==> config.mk <==
export PLATFORM = sky130hd
export DESIGN_NAME = tct_core
export DESIGN_NICKNAME = d
export VERILOG_FILES = /design/src/tct_pkg.sv /design/src/tct_core.sv
export SDC_FILE = /design/constraint.sdc
export NUM_CORES = 1
export LEC_CHECK = 0
export BUFFER_PORTS_ARGS = -buffer_cell sky130_fd_sc_hd__clkbuf_2
export CAP_MARGIN = 25
export CORE_AREA = 2 2 89 108
export CTS_CLUSTER_DIAMETER = 150
export CTS_CLUSTER_SIZE = 30
export DETAILED_ROUTE_END_ITERATION = 6
export DIE_AREA = 0 0 91 110
export GPL_TIMING_DRIVEN = 0
export PLACE_DENSITY = 0.8
export SETUP_SLACK_MARGIN = 0.02
export SLEW_MARGIN = 25
export SYNTH_ARGS = -nofsm -noshare
export SYNTH_HDL_FRONTEND = slang
export SYNTH_SLANG_ARGS = --single-unit
==> constraint.sdc <==
create_clock -name ref_clk -period 5.19 [get_ports ref_clk]
set_clock_uncertainty 0.15 [all_clocks]
set_input_delay 0.519 -clock ref_clk [delete_from_list [all_inputs] [get_ports ref_clk]]
set_output_delay 0.519 -clock ref_clk [all_outputs]
set_load 0.03 [all_outputs]
==> src/tct_pkg.sv <==
/*
 * Constants shared by the two-channel timer core: widths, reset values,
 * prescaler codes and channel edge/level select encodings.
 * Assumes a single synchronous clock domain and no register bus.
 */
`default_nettype none
package tct_pkg;

    localparam int unsigned CNT_W       = 16;
    localparam int unsigned BYTE_W      = 8;
    localparam int unsigned CH_N        = 2;
    localparam int unsigned PS_W        = 3;
    localparam int unsigned PRESC_W     = 6;
    localparam int unsigned SEL_W       = 2;

    // Value of the counter, the wrap value and the flags after reset.
    localparam logic [CNT_W-1:0]  CNT_RESET  = 16'h0000;
    localparam logic [BYTE_W-1:0] WRAP_RESET = 8'hFF;
    localparam logic [PS_W-1:0]   PS_RESET   = 3'h0;
    localparam logic [PRESC_W-1:0] PRESC_RESET = 6'h00;
    localparam logic              HALT_RESET = 1'b1;
    localparam logic              FLAG_RESET = 1'b0;

    // Prescale selection above this code has no division ratio.
    localparam logic [PS_W-1:0]   PS_LAST    = 3'h6;

    // Edge and level select: 00 returns the pin to the port.
    localparam logic [SEL_W-1:0]  SEL_PORT   = 2'h0;
    localparam logic [SEL_W-1:0]  SEL_RISE   = 2'h1;
    localparam logic [SEL_W-1:0]  SEL_FALL   = 2'h2;
    localparam logic [SEL_W-1:0]  SEL_ANY    = 2'h3;
    localparam logic [SEL_W-1:0]  SEL_TOGGLE = 2'h1;
    localparam logic [SEL_W-1:0]  SEL_CLEAR  = 2'h2;
    localparam logic [SEL_W-1:0]  SEL_SET    = 2'h3;

    // Index of the channel that leads a buffered pair.
    localparam int unsigned       CH_LEAD    = 0;

endpackage
`default_nettype wire

==> src/tct_core.sv <==
/*
 * Two-channel timer core: prescaled 16-bit up-counter with modulo wrap,
 * and two channels for input capture, output compare and PWM.
 * Assumes control bits arrive as same-clock ports from the host logic and
 * channel pins arrive asynchronously from outside the chip.
 */
// Summary of operation
// - 16-bit counter, free-running or modulo wrap.
// - Wrap value from high and low bytes.
// - Counter readable anytime without disturbing counting.
// - Each channel independently capture or compare.
// - Capture on rising, falling or any edge.
// - Compare match sets, clears or toggles pin.
// - Unbuffered and buffered PWM output generation.
// - Counter clock: bus clock, seven prescale ratios.
// - Channel pin may toggle on overflow.
// - Halt bit stops; clear bit zeroes counter, prescaler.
// - One shared counter times both channels.
// - Pins shared with port; timer takes over.
// - Reset: flags, prescaler count cleared; halt, enable, prescale select from host ports.
// - Reset: wrap all ones, counter zero.
`timescale 1ns/1ps
`default_nettype none
module tct_core
    import tct_pkg::*;
(
    input  wire logic                              ref_clk,
    input  wire logic                              rst,
    input  wire logic                              counterHalt,
    input  wire logic                              counterClear,
    input  wire logic [tct_pkg::PS_W-1:0]          prescaleSel,
    input  wire logic                              overflowIrqEnable,
    input  wire logic                              overflowFlagClear,
    input  wire logic [tct_pkg::BYTE_W-1:0]        wrapValueHighIn,
    input  wire logic                              wrapValueHighWrite,
    input  wire logic [tct_pkg::BYTE_W-1:0]        wrapValueLowIn,
    input  wire logic                              wrapValueLowWrite,
    output logic [tct_pkg::CNT_W-1:0]              counterValue,
    output logic [tct_pkg::BYTE_W-1:0]             wrapValueHigh,
    output logic [tct_pkg::BYTE_W-1:0]             wrapValueLow,
    output logic                                   counterHaltBit,
    output logic                                   overflowFlag,
    output logic                                   overflowIrq,
    input  wire logic                              bufferedPwm,
    input  wire logic [tct_pkg::CH_N-1:0]          chCompareMode,
    input  wire logic [tct_pkg::CH_N*2-1:0]        chEdgeLevelSel,
    input  wire logic [tct_pkg::CH_N-1:0]          chToggleOnOverflow,
    input  wire logic [tct_pkg::CH_N-1:0]          chMaxDuty,
    input  wire logic [tct_pkg::CH_N*16-1:0]       chValueIn,
    input  wire logic [tct_pkg::CH_N-1:0]          chValueWrite,
    input  wire logic [tct_pkg::CH_N-1:0]          chFlagClear,
    output logic [tct_pkg::CH_N*16-1:0]            chValue,
    output logic [tct_pkg::CH_N-1:0]               chFlag,
    input  wire logic [tct_pkg::CH_N-1:0]          portOut,
    input  wire logic [tct_pkg::CH_N-1:0]          portOe_n,
    input  wire logic [tct_pkg::CH_N-1:0]          chPinIn,
    output logic [tct_pkg::CH_N-1:0]               chPinOut,
    output logic [tct_pkg::CH_N-1:0]               chPinOe_n
);
    import tct_pkg::*;
    logic [CNT_W-1:0]   count_r;
    logic [CNT_W-1:0]   count_nxt;
    logic [PRESC_W-1:0] presc_r;
    logic [PRESC_W-1:0] presc_nxt;
    logic [BYTE_W-1:0]  wrapHi_r;
    logic [BYTE_W-1:0]  wrapHi_nxt;
    logic [BYTE_W-1:0]  wrapLo_r;
    logic [BYTE_W-1:0]  wrapLo_nxt;
    logic               ovf_r;
    logic               ovf_nxt;
    logic               irq_r;
    logic               irq_nxt;
    logic               tickDone_r;
    logic               tickDone_nxt;
    logic               ovfEvent_r;
    logic               ovfEvent_nxt;
    logic               lastWrOne_r;
    logic               lastWrOne_nxt;
    logic               bufSel_r;
    logic               bufSel_nxt;
    logic               tick;
    logic               wrapHit;
    logic [CNT_W-1:0]   wrapValue;
    logic [PRESC_W-1:0] prescMask;
    logic [CNT_W-1:0]   chReg_r [CH_N];

    assign wrapValue      = {wrapHi_r, wrapLo_r};
    assign counterValue   = count_r;
    assign wrapValueHigh  = wrapHi_r;
    assign wrapValueLow   = wrapLo_r;
    assign counterHaltBit = counterHalt;
    assign overflowFlag   = ovf_r;
    assign overflowIrq    = irq_r;

    // Prescaler taps a power-of-two ratio from 1 to 64.
    always_comb begin
        prescMask = PRESC_W'((7'h01 << prescaleSel) - 7'h01);
        tick      = (prescaleSel <= PS_LAST) && !counterHalt
                    && ((presc_r & prescMask) == prescMask);
        wrapHit   = tick && (count_r == wrapValue);
    end

    always_comb begin
        count_nxt     = count_r;
        presc_nxt     = presc_r;
        wrapHi_nxt    = wrapHi_r;
        wrapLo_nxt    = wrapLo_r;
        ovf_nxt       = ovf_r;
        ovfEvent_nxt  = wrapHit;
        tickDone_nxt  = tick;
        lastWrOne_nxt = lastWrOne_r;
        bufSel_nxt    = bufSel_r;
        if (!counterHalt) begin
            presc_nxt = PRESC_W'(presc_r + 6'h01);
        end
        if (wrapHit) begin
            count_nxt = CNT_RESET;
        end else if (tick) begin
            count_nxt = CNT_W'(count_r + 16'h0001);
        end
        if (counterClear) begin
            count_nxt = CNT_RESET;
            presc_nxt = PRESC_RESET;
        end
        if (wrapValueHighWrite) begin
            wrapHi_nxt = wrapValueHighIn;
        end
        if (wrapValueLowWrite) begin
            wrapLo_nxt = wrapValueLowIn;
        end
        if (overflowFlagClear) begin
            ovf_nxt = 1'b0;
        end
        if (wrapHit) begin
            ovf_nxt = 1'b1;
        end
        irq_nxt = ovf_nxt && overflowIrqEnable;
        // Buffered PWM: the register written last takes over at overflow.
        if (chValueWrite[1]) begin
            lastWrOne_nxt = 1'b1;
        end else if (chValueWrite[0]) begin
            lastWrOne_nxt = 1'b0;
        end
        if (wrapHit) begin
            bufSel_nxt = lastWrOne_nxt;
        end
    end

    always_ff @(posedge ref_clk) begin
        if (rst) begin
            count_r     <= CNT_RESET;
            presc_r     <= PRESC_RESET;
            wrapHi_r    <= WRAP_RESET;
            wrapLo_r    <= WRAP_RESET;
            ovf_r       <= FLAG_RESET;
            irq_r       <= FLAG_RESET;
            tickDone_r  <= 1'b0;
            ovfEvent_r  <= 1'b0;
            lastWrOne_r <= 1'b0;
            bufSel_r    <= 1'b0;
        end else begin
            count_r     <= count_nxt;
            presc_r     <= presc_nxt;
            wrapHi_r    <= wrapHi_nxt;
            wrapLo_r    <= wrapLo_nxt;
            ovf_r       <= ovf_nxt;
            irq_r       <= irq_nxt;
            tickDone_r  <= tickDone_nxt;
            ovfEvent_r  <= ovfEvent_nxt;
            lastWrOne_r <= lastWrOne_nxt;
            bufSel_r    <= bufSel_nxt;
        end
    end

    genvar g;
    generate
        for (g = 0; g < CH_N; g++) begin : gCh
            logic             sync1_r;
            logic             sync2_r;
            logic             prev_r;
            logic             flag_r;
            logic             flag_nxt;
            logic             level_r;
            logic             level_nxt;
            logic             pinOut_r;
            logic             pinOut_nxt;
            logic             pinOeN_r;
            logic             pinOeN_nxt;
            logic [CNT_W-1:0] reg_nxt;
            logic [CNT_W-1:0] cmpValue;
            logic [SEL_W-1:0] sel;
            logic             enabled;
            logic             rise;
            logic             fall;
            logic             capture;
            logic             match;
            logic             freed;

            assign sel = chEdgeLevelSel[g*2 +: 2];
            // Channel one serves as buffer when the pair runs buffered PWM.
            assign freed   = bufferedPwm && (g != CH_LEAD);
            assign enabled = (sel != SEL_PORT) && !freed;
            assign chValue[g*16 +: 16] = chReg_r[g];
            assign chFlag[g]    = flag_r;
            assign chPinOut[g]  = pinOut_r;
            assign chPinOe_n[g] = pinOeN_r;

            always_comb begin
                rise = sync2_r && !prev_r;
                fall = !sync2_r && prev_r;
                capture = enabled && !chCompareMode[g] && !bufferedPwm
                    && ((sel == SEL_RISE && rise)
                     || (sel == SEL_FALL && fall)
                     || (sel == SEL_ANY && (rise || fall)));
                if (bufferedPwm && g == CH_LEAD) begin
                    cmpValue = bufSel_r ? chReg_r[1] : chReg_r[0];
                end else begin
                    cmpValue = chReg_r[g];
                end
                match = enabled && (chCompareMode[g] || bufferedPwm)
                        && tickDone_r && (count_r == cmpValue);
            end

            always_comb begin
                reg_nxt    = chReg_r[g];
                flag_nxt   = flag_r;
                level_nxt  = level_r;
                if (chValueWrite[g]) begin
                    reg_nxt = chValueIn[g*16 +: 16];
                end
                if (capture) begin
                    reg_nxt = count_r;
                end
                if (chFlagClear[g]) begin
                    flag_nxt = 1'b0;
                end
                if (capture || match) begin
                    flag_nxt = 1'b1;
                end
                if (match && !chMaxDuty[g]) begin
                    case (sel)
                        SEL_TOGGLE: begin
                            level_nxt = !level_r;
                        end
                        SEL_CLEAR: begin
                            level_nxt = 1'b0;
                        end
                        default: begin
                            level_nxt = 1'b1;
                        end
                    endcase
                end
                if (ovfEvent_r && chToggleOnOverflow[g]) begin
                    level_nxt = !level_nxt;
                end
                if (chMaxDuty[g]) begin
                    level_nxt = 1'b1;
                end
                if (enabled && (chCompareMode[g] || bufferedPwm)) begin
                    pinOut_nxt = level_nxt;
                    pinOeN_nxt = 1'b0;
                end else if (enabled) begin
                    pinOut_nxt = 1'b0;
                    pinOeN_nxt = 1'b1;
                end else begin
                    pinOut_nxt = portOut[g];
                    pinOeN_nxt = portOe_n[g];
                end
            end

            // Channel value register keeps no reset value.
            always_ff @(posedge ref_clk) begin
                chReg_r[g] <= reg_nxt;
            end
            always_ff @(posedge ref_clk) begin
                if (rst) begin
                    sync1_r  <= 1'b0;
                    sync2_r  <= 1'b0;
                    prev_r   <= 1'b0;
                    flag_r   <= FLAG_RESET;
                    level_r  <= 1'b0;
                    pinOut_r <= 1'b0;
                    pinOeN_r <= 1'b1;
                end else begin
                    sync1_r  <= chPinIn[g];
                    sync2_r  <= sync1_r;
                    prev_r   <= sync2_r;
                    flag_r   <= flag_nxt;
                    level_r  <= level_nxt;
                    pinOut_r <= pinOut_nxt;
                    pinOeN_r <= pinOeN_nxt;
                end
            end
        end
    endgenerate
endmodule
`default_nettype wire

==> results.yml, run 1 <==
run_status:
  outcome: "finished, final reports clean"
route:
  num_vias: 3998
  drtIter0Drc: 274
  wirelength_mm: 12.4
  dr.pass1.iters: 5
  drc: 0
  wl_per_cell_um: 16.6
  antenna_left: 0
  avgViaCountPerCell: 5.33
placed_design:
  io_buffers: 149
  place_congestion: 0.875
  hpwl_mm: 9.62
  dp_cells: 734
  place_ws_ps: 1900
synth:
  syn_area_per_cell_um2: 10.3
  synthArstFlopShare_pct: 0
  syn_area_um2: 4780
  synth_cells: 465
  syn_nets: 551
  synth_edf_count: 32
  yosysSeqAreaShare_pct: 44.4
  synth-main-ff-cell: "dfxtp_1"
  ys_ff_latch: 90
  synth.distinct_cells: 61
  synth_warnings: 0
min_path:
  worstHoldStart: "overflowIrqEnable"
  hold_class: "input port to register"
  min_to: "overflowIrq"
  whs_path_depth: 2
clock_tree:
  post_cts_resized: 0
  clockBufferDepth: 2
  cts-root-buf: "clkbuf_8"
  clock_latency_ps: 360
  post_cts_buffers: 0
  cts_buffers: 9
  htreeDepth: 3
  cts_sinks: 90
  cts-hold-fix-buffers: 0
  cts_tree: "yes"
  clkTransAtPathRegs_ps: 80
worst_setup_path:
  worstSetupStartpointType: "register"
  cp.required_ps: 5050
  path_class: "register to register"
  r2r_end: "chReg_r[0][22]"
  ff2ff_path_depth: 7
  crit_fanout: 16
  cp_cell_sequence: "inv_1 > ha_1 > a21oi_1 > a22oi_1 > nor3_2 > clkbuf_1 > or2_2"
  crit_slowest_cell: "nor3_2"
  crit_arrival_ps: 3160
  rrSetupSlack_ps: 1900
  critPathTopFamily: "simple AND/OR/NAND/NOR gates"
  crit_buf_inv: 2
  slowest_delay_ps: 740
  r2r-start: "gCh[1].sync2_r"
  critical_path.endpoint_type: "register"
power:
  cellLeakagePower_uw: 0.00249
  pwr_density_cell_nw_per_um2: 249
  p_total_uw: 1460
  peakVddDrop_mv: 0.181
floorplanning:
  pin_count: 153
  die_h_um: 110
  core-area_um2: 8940
  die_w_um: 91
  initial_core_util_pct: 53.5
  row_count: 38
  dieArea_um2: 10000
global_routing:
  grt_max_degree: 17
  grt_pass1_vias: 3877
  grt_first_pass_wirelength_mm: 19.1
  grtUsageTotal_pct: 24.6
  antenna_found_initial: 0
  grt.overflow.total: 0
timing:
  worst_pin_slew_ps: 968
  fin_crit_ps: 3290
  hold_viol: 0
  period_share_pct: 63.5
  rsz0062_at_grt: "false"
  finalSetupTns_ps: 0
  fin_ws_ps: 1900
  slew_violations: 0
  setup_viol: 0
  fmax_mhz: 304
  slew_headroom_pct: 35.1
cells_and_area:
  finalNetCount: 711
  fin_util_pct: 65.5
  layout-drive-gt1-share_pct: 38.7
  diodes: 0
  layout.cells.non_filler: 750
  fillers: 776
  area_growth_syn_to_layout_pct: 22.4
flow_run:
  max-cap-violations: 0
## worst max-delay path by stage
stage / startpoint / to / cells after the start
global placement: chEdgeLevelSel[3] / chReg_r[0][31] / 7
floorplan: gCh[1].sync2_r / chReg_r[0][16] / 7
detailed placement: chEdgeLevelSel[3] / chReg_r[0][31] / 6
global route: gCh[1].sync2_r / chReg_r[0][19] / 7
finish: gCh[1].sync2_r / chReg_r[0][22] / 7
CTS: gCh[1].sync2_r / chReg_r[0][30] / 7
## per-layer routing
layer / share of wire [%] / GRT usage (%) / wire, um / vias to the layer above
met3: 5.3 / 4.76 / 656 / 18
met4: 2.1 / 10.7 / 255 / 0
met1: 41 / 28.9 / 5030 / 1921
met2: 52 / 44.2 / 6470 / 136
li1: - / - / - / 1923
met5: 0 / 0 / 0 / -
## sequential cells by signal, indices dropped and copies added (netlist names)
signal	cells
bufSel_r	1
chReg_r	32
counterValue	16
gCh.flag_r	2
gCh.level_r	2
gCh.pinOeN_r	2
gCh.pinOut_r	2
gCh.prev_r	2
gCh.sync1_r	2
gCh.sync2_r	2
lastWrOne_r	1
overflowFlag	1
overflowIrq	1
ovfEvent_r	1
presc_r	6
tickDone_r	1
wrapValueHigh	8
wrapValueLow	8
## layout by cell type, fill, tap and decap left out, drive strengths merged, types with 5 or more instances in the layout
| cell | n |
|---|---|
| a21oi | 19 |
| buf | 20 |
| clkbuf | 176 |
| dfxtp | 58 |
| edfxtp | 32 |
| ha | 6 |
| inv | 21 |
| mux2 | 32 |
| mux2i | 24 |
| nand2 | 30 |
| nand3 | 10 |
| nand4 | 12 |
| nor2 | 40 |
| nor2b | 16 |
| nor3 | 13 |
| nor4 | 5 |
| o21ai | 9 |
| xnor2 | 41 |
| xor2 | 14 |
## through the flow
step,hold WS [ps],instance area (um^2)
2_1_floorplan,264,4780
3_3_place_gp,295,5680
3_5_place_dp,297,5680
4_1_cts,202,5850
5_1_grt,204,5850
6_report,216,5850
## power breakdown
| part | total, uW | switching [uW] | internal [uW] |
|---|---|---|---|
| Sequential | 791 | 25.9 | 765 |
| Clock | 440 | 240 | 200 |
| Combinational | 228 | 135 | 92.9 |
| Total | 1460 | 401 | 1060 |
## cell usage after synthesis, types with 2 or more instances
library cell / number / share of area [%]
or2_2: 3 / 0.39
a22oi_1: 3 / 0.47
clkbuf_8: 3 / 0.86
buf_6: 4 / 0.94
nor4_1: 3 / 0.39
nand2_1: 29 / 2.3
nand3_1: 9 / 0.94
inv_1: 21 / 1.6
a21oi_1: 18 / 1.9
or3_1: 3 / 0.39
dfxtp_1: 58 / 24
o21ai_0: 8 / 0.84
a32oi_1: 2 / 0.37
nor3_1: 11 / 1.2
ha_1: 6 / 1.6
xnor2_1: 41 / 7.5
mux2i_1: 24 / 5.0
buf_2: 8 / 0.84
buf_4: 8 / 1.3
nor3_2: 2 / 0.42
nor2b_1: 15 / 2.0
nand4_1: 12 / 1.6
edfxtp_1: 32 / 20
and3_1: 2 / 0.26
mux2_2: 32 / 7.5
clkbuf_1: 10 / 0.79
nor2_1: 40 / 3.1
and3_2: 2 / 0.31
nor4_2: 2 / 0.52
or2b_2: 4 / 0.73
nand2b_1: 4 / 0.52
xor2_1: 14 / 2.6
and2_1: 3 / 0.39
o21a_1: 2 / 0.31
## cells by family after synthesis
kind of cell	Yosys count	share of synthesized area (%)
AOI/OAI and AO/OA	52	7.70
xor gates and xnor gates	55	10.1
adders and majority gates	6	1.57
buffers and inverters	55	6.57
DFF	90	44.4
muxes	56	12.6
and+or+nand+nor	151	17.1
## area by class of cell
cell class                 instances  area (um^2)  share of cell area [%]
clock buffer                      14          163                    2.78
timing repair buffer             149          746                    12.7
sequential                        90         2120                    36.3
multi-input combinational        320         2340                    40.1
buffer                            34          235                    4.02
tap                              120          150                    2.57
inverter                          21         78.8                    1.35
clock inverter                     2         12.5                   0.214
No activity file was read; power rests on OpenSTA's default activity.
==> inputs of run 2 (changes only) <==
--- a/config.mk
+++ b/config.mk
@@ -5,15 +5,16 @@
 export SDC_FILE = /design/constraint.sdc
 export NUM_CORES = 1
 export LEC_CHECK = 0
+export ABC_AREA = 1
 export BUFFER_PORTS_ARGS = -buffer_cell sky130_fd_sc_hd__clkbuf_2
 export CAP_MARGIN = 25
-export CORE_AREA = 2 2 89 108
+export CORE_AREA = 2 2 97 117
 export CTS_CLUSTER_DIAMETER = 150
 export CTS_CLUSTER_SIZE = 30
 export DETAILED_ROUTE_END_ITERATION = 6
-export DIE_AREA = 0 0 91 110
+export DIE_AREA = 0 0 99 119
 export GPL_TIMING_DRIVEN = 0
-export PLACE_DENSITY = 0.8
+export PLACE_DENSITY = 0.73
 export SETUP_SLACK_MARGIN = 0.02
 export SLEW_MARGIN = 25
 export SYNTH_ARGS = -nofsm -noshare
==> constraint.sdc (replaced) <==
create_clock -name ref_clk -period 2.9 [get_ports ref_clk]
set_clock_uncertainty 0.15 [all_clocks]
set_input_delay 0.29 -clock ref_clk [delete_from_list [all_inputs] [get_ports ref_clk]]
set_output_delay 0.29 -clock ref_clk [all_outputs]
set_load 0.03 [all_outputs]
==> results.yml, run 2 <==
run_status:
  outcome: "finished, final reports clean"
synth:
  ys_ff_latch: 90
  yosysSeqAreaShare_pct: 43.5
  synth_compound_area_share_pct: 9.56
  synth-main-ff-cell: "dfxtp_1"
  syn_area_um2: 4880
  synth_top_family_by_area: "simple AND/OR/NAND/NOR gates"
  synthXorXnorAreaFrac_pct: 2.87
  yosys.area.top_type: "dfxtp_1"
  synth_top_area_share_pct: 23.8
  synthArstFlopShare_pct: 0
  synth_mux_area_share_pct: 0
  synth_warnings: 0
  synthTopCellsByCount: "221 x nand2_1, 83 x inv_1, 58 x dfxtp_1"
  syn_area_per_cell_um2: 7.25
  yosysMostFrequentCell: "nand2_1"
  synthAdderAreaFrac_pct: 1.54
  syn_nets: 760
  synth_cells: 674
  synth_edf_count: 32
  yosys-top-cells-area: "dfxtp_1 24%, edfxtp_1 20%, nand2_1 17%"
  yosys.area_share.simple_pct: 32.8
  synth.distinct_cells: 42
worst_setup_path:
  crit_arrival_ps: 2410
  critical_path.endpoint_type: "register"
  crit_fanout: 16
  rrSetupSlack_ps: 300
  ff2ff_path_depth: 6
  r2r-start: "gCh[0].sync2_r"
  path_class: "register to register"
  cp.required_ps: 2720
  worstSetupStartpointType: "register"
  r2r_end: "chReg_r[0][11]"
cells_and_area:
  layout-drive-gt1-share_pct: 24.2
  area_growth_syn_to_layout_pct: 24.4
  final_common_cell: "nand2_1"
  largest_reg_flops: 32
  finalNetCount: 921
  diodes: 0
  final_area_um2: 6080
  final_cell_mix: "221 x nand2_1, 149 x clkbuf_2, 83 x inv_1"
  largest_register: "chReg_r"
global_routing:
  grt_first_pass_wirelength_mm: 21.9
  antenna_found_initial: 0
  grt.overflow.total: 0
  grt_pass1_vias: 4606
  grt_max_degree: 17
  grtUsageTotal_pct: 23.4
timing:
  fin_ws_ps: 304
  slew_violations: 0
  worst_pin_slew_ps: 693
  fin_crit_ps: 2600
  slew_headroom_pct: 53.7
  hold_viol: 0
  rsz0062_at_grt: "false"
  fmax_mhz: 385
  setup_viol: 0
  finalSetupTns_ps: 0
  period_share_pct: 89.5
route:
  wl_per_cell_um: 13.9
  antenna_left: 0
  drc: 0
  dr.pass1.iters: 5
  avgViaCountPerCell: 5.03
  wirelength_mm: 13.5
  drtIter0Drc: 358
  num_vias: 4887
placed_design:
  place_area_um2: 5790
  place_ws_ps: 303
  place_congestion: 0.878
  hpwl_mm: 10.8
  io_buffers: 148
clock_tree:
  cts_tree: "yes"
  cts_buffers: 9
  cts-root-buf: "clkbuf_16"
  post_cts_buffers: 0
  clock_latency_ps: 340
  htreeDepth: 3
  clkTransAtPathRegs_ps: 60
  cts_sinks: 90
  clockBufferDepth: 2
min_path:
  hold_class: "input port to register"
  worstHoldStart: "portOe_n[1]"
  whs_path_depth: 3
  min_to: "gCh[1].pinOeN_r"
floorplanning:
  die_w_um: 99
  row_count: 42
  die_h_um: 119
  dieArea_um2: 11800
  initial_core_util_pct: 45.3
  pin_count: 153
  core-area_um2: 10800
power:
  peakVddDrop_mv: 0.326
  cellLeakagePower_uw: 0.00300
  pwr_density_cell_nw_per_um2: 474
flow_run:
  max-cap-violations: 0
run 2: cell count changes after synthesis, sizes merged, moves of 24 or more:
cell   before  now
nand3      10   52
o21ai       9   51
xnor2      41   10
mux2i      24    0
inv        21   87
nand2      30  226
mux2       32    0
run 2: logic make-up (layout without fill, tap and decap cells):
group,count (synthesis),in the layout
fa+ha+maj,6,6
flops,90,90
xor+xnor,16,16
compound gates,86,86
buf+inv,113,279
simple gates,363,363
run 2: layout make-up:
class | instances | area, um^2
repair buffers | 150 | 761
clock inverters | 3 | 16.3
clock buffers | 13 | 250
flip-flops and latches | 90 | 2120
well taps | 132 | 165
multi-input cells | 471 | 2290
inverters | 88 | 335
plain buffers | 25 | 140
fillers | 1062 | 4700
run 2: critical path, stage by stage, from the launching register on:
cell and delay (ps):
dfxtp_1 330, inv_1 60, ha_1 290, o311ai_0 310, nand2_1 220, clkbuf_1 280
nand2_1 580
run 2: per-stage QoR:
stage	std cells	hold slack, ps	utilization [%]	power (uW)
after floorplan	674	233	-	1690
after global placement	954	240	53.7	1830
after detailed placement	954	246	53.7	1830
after CTS	972	1.94	56.4	2890
after global routing	972	18.6	56.4	2990
final	972	8.16	56.4	2880
run 2: worst max-delay path by stage:
stage                   start        endpoint  depth (start not counted)
3_5_place_dp   gCh[0].sync2_r   chReg_r[0][6]                          6
3_3_place_gp   gCh[0].sync2_r   chReg_r[0][6]                          6
2_1_floorplan  gCh[0].sync2_r   chReg_r[0][0]                          6
6_report       gCh[0].sync2_r  chReg_r[0][11]                          6
4_1_cts        gCh[0].sync2_r  chReg_r[0][11]                          6
5_1_grt        gCh[0].sync2_r  chReg_r[0][11]                          6
run 2: what timing repair did:
item                                   4_1_cts  5_1_grt
gates resized for setup                      0        0
endpoints found under the hold margin        2        0
hold buffers                                 2        0
run 2: routing by layer:
layer	global-route usage (%)	share of wire (%)	wire length (um)	vias to the layer above
li1	-	-	-	2497
met1	29.2	41	5500	2177
met2	40.4	49	6700	183
met3	3.23	7.0	943	30
met4	9.50	3.0	400	0
met5	0	0	0	-
run 2: report_power, final:
part / internal (uW) / switching (uW)
registers: 1370 / 44.0
clock network: 603 / 472
logic: 141 / 252
total: 2110 / 768
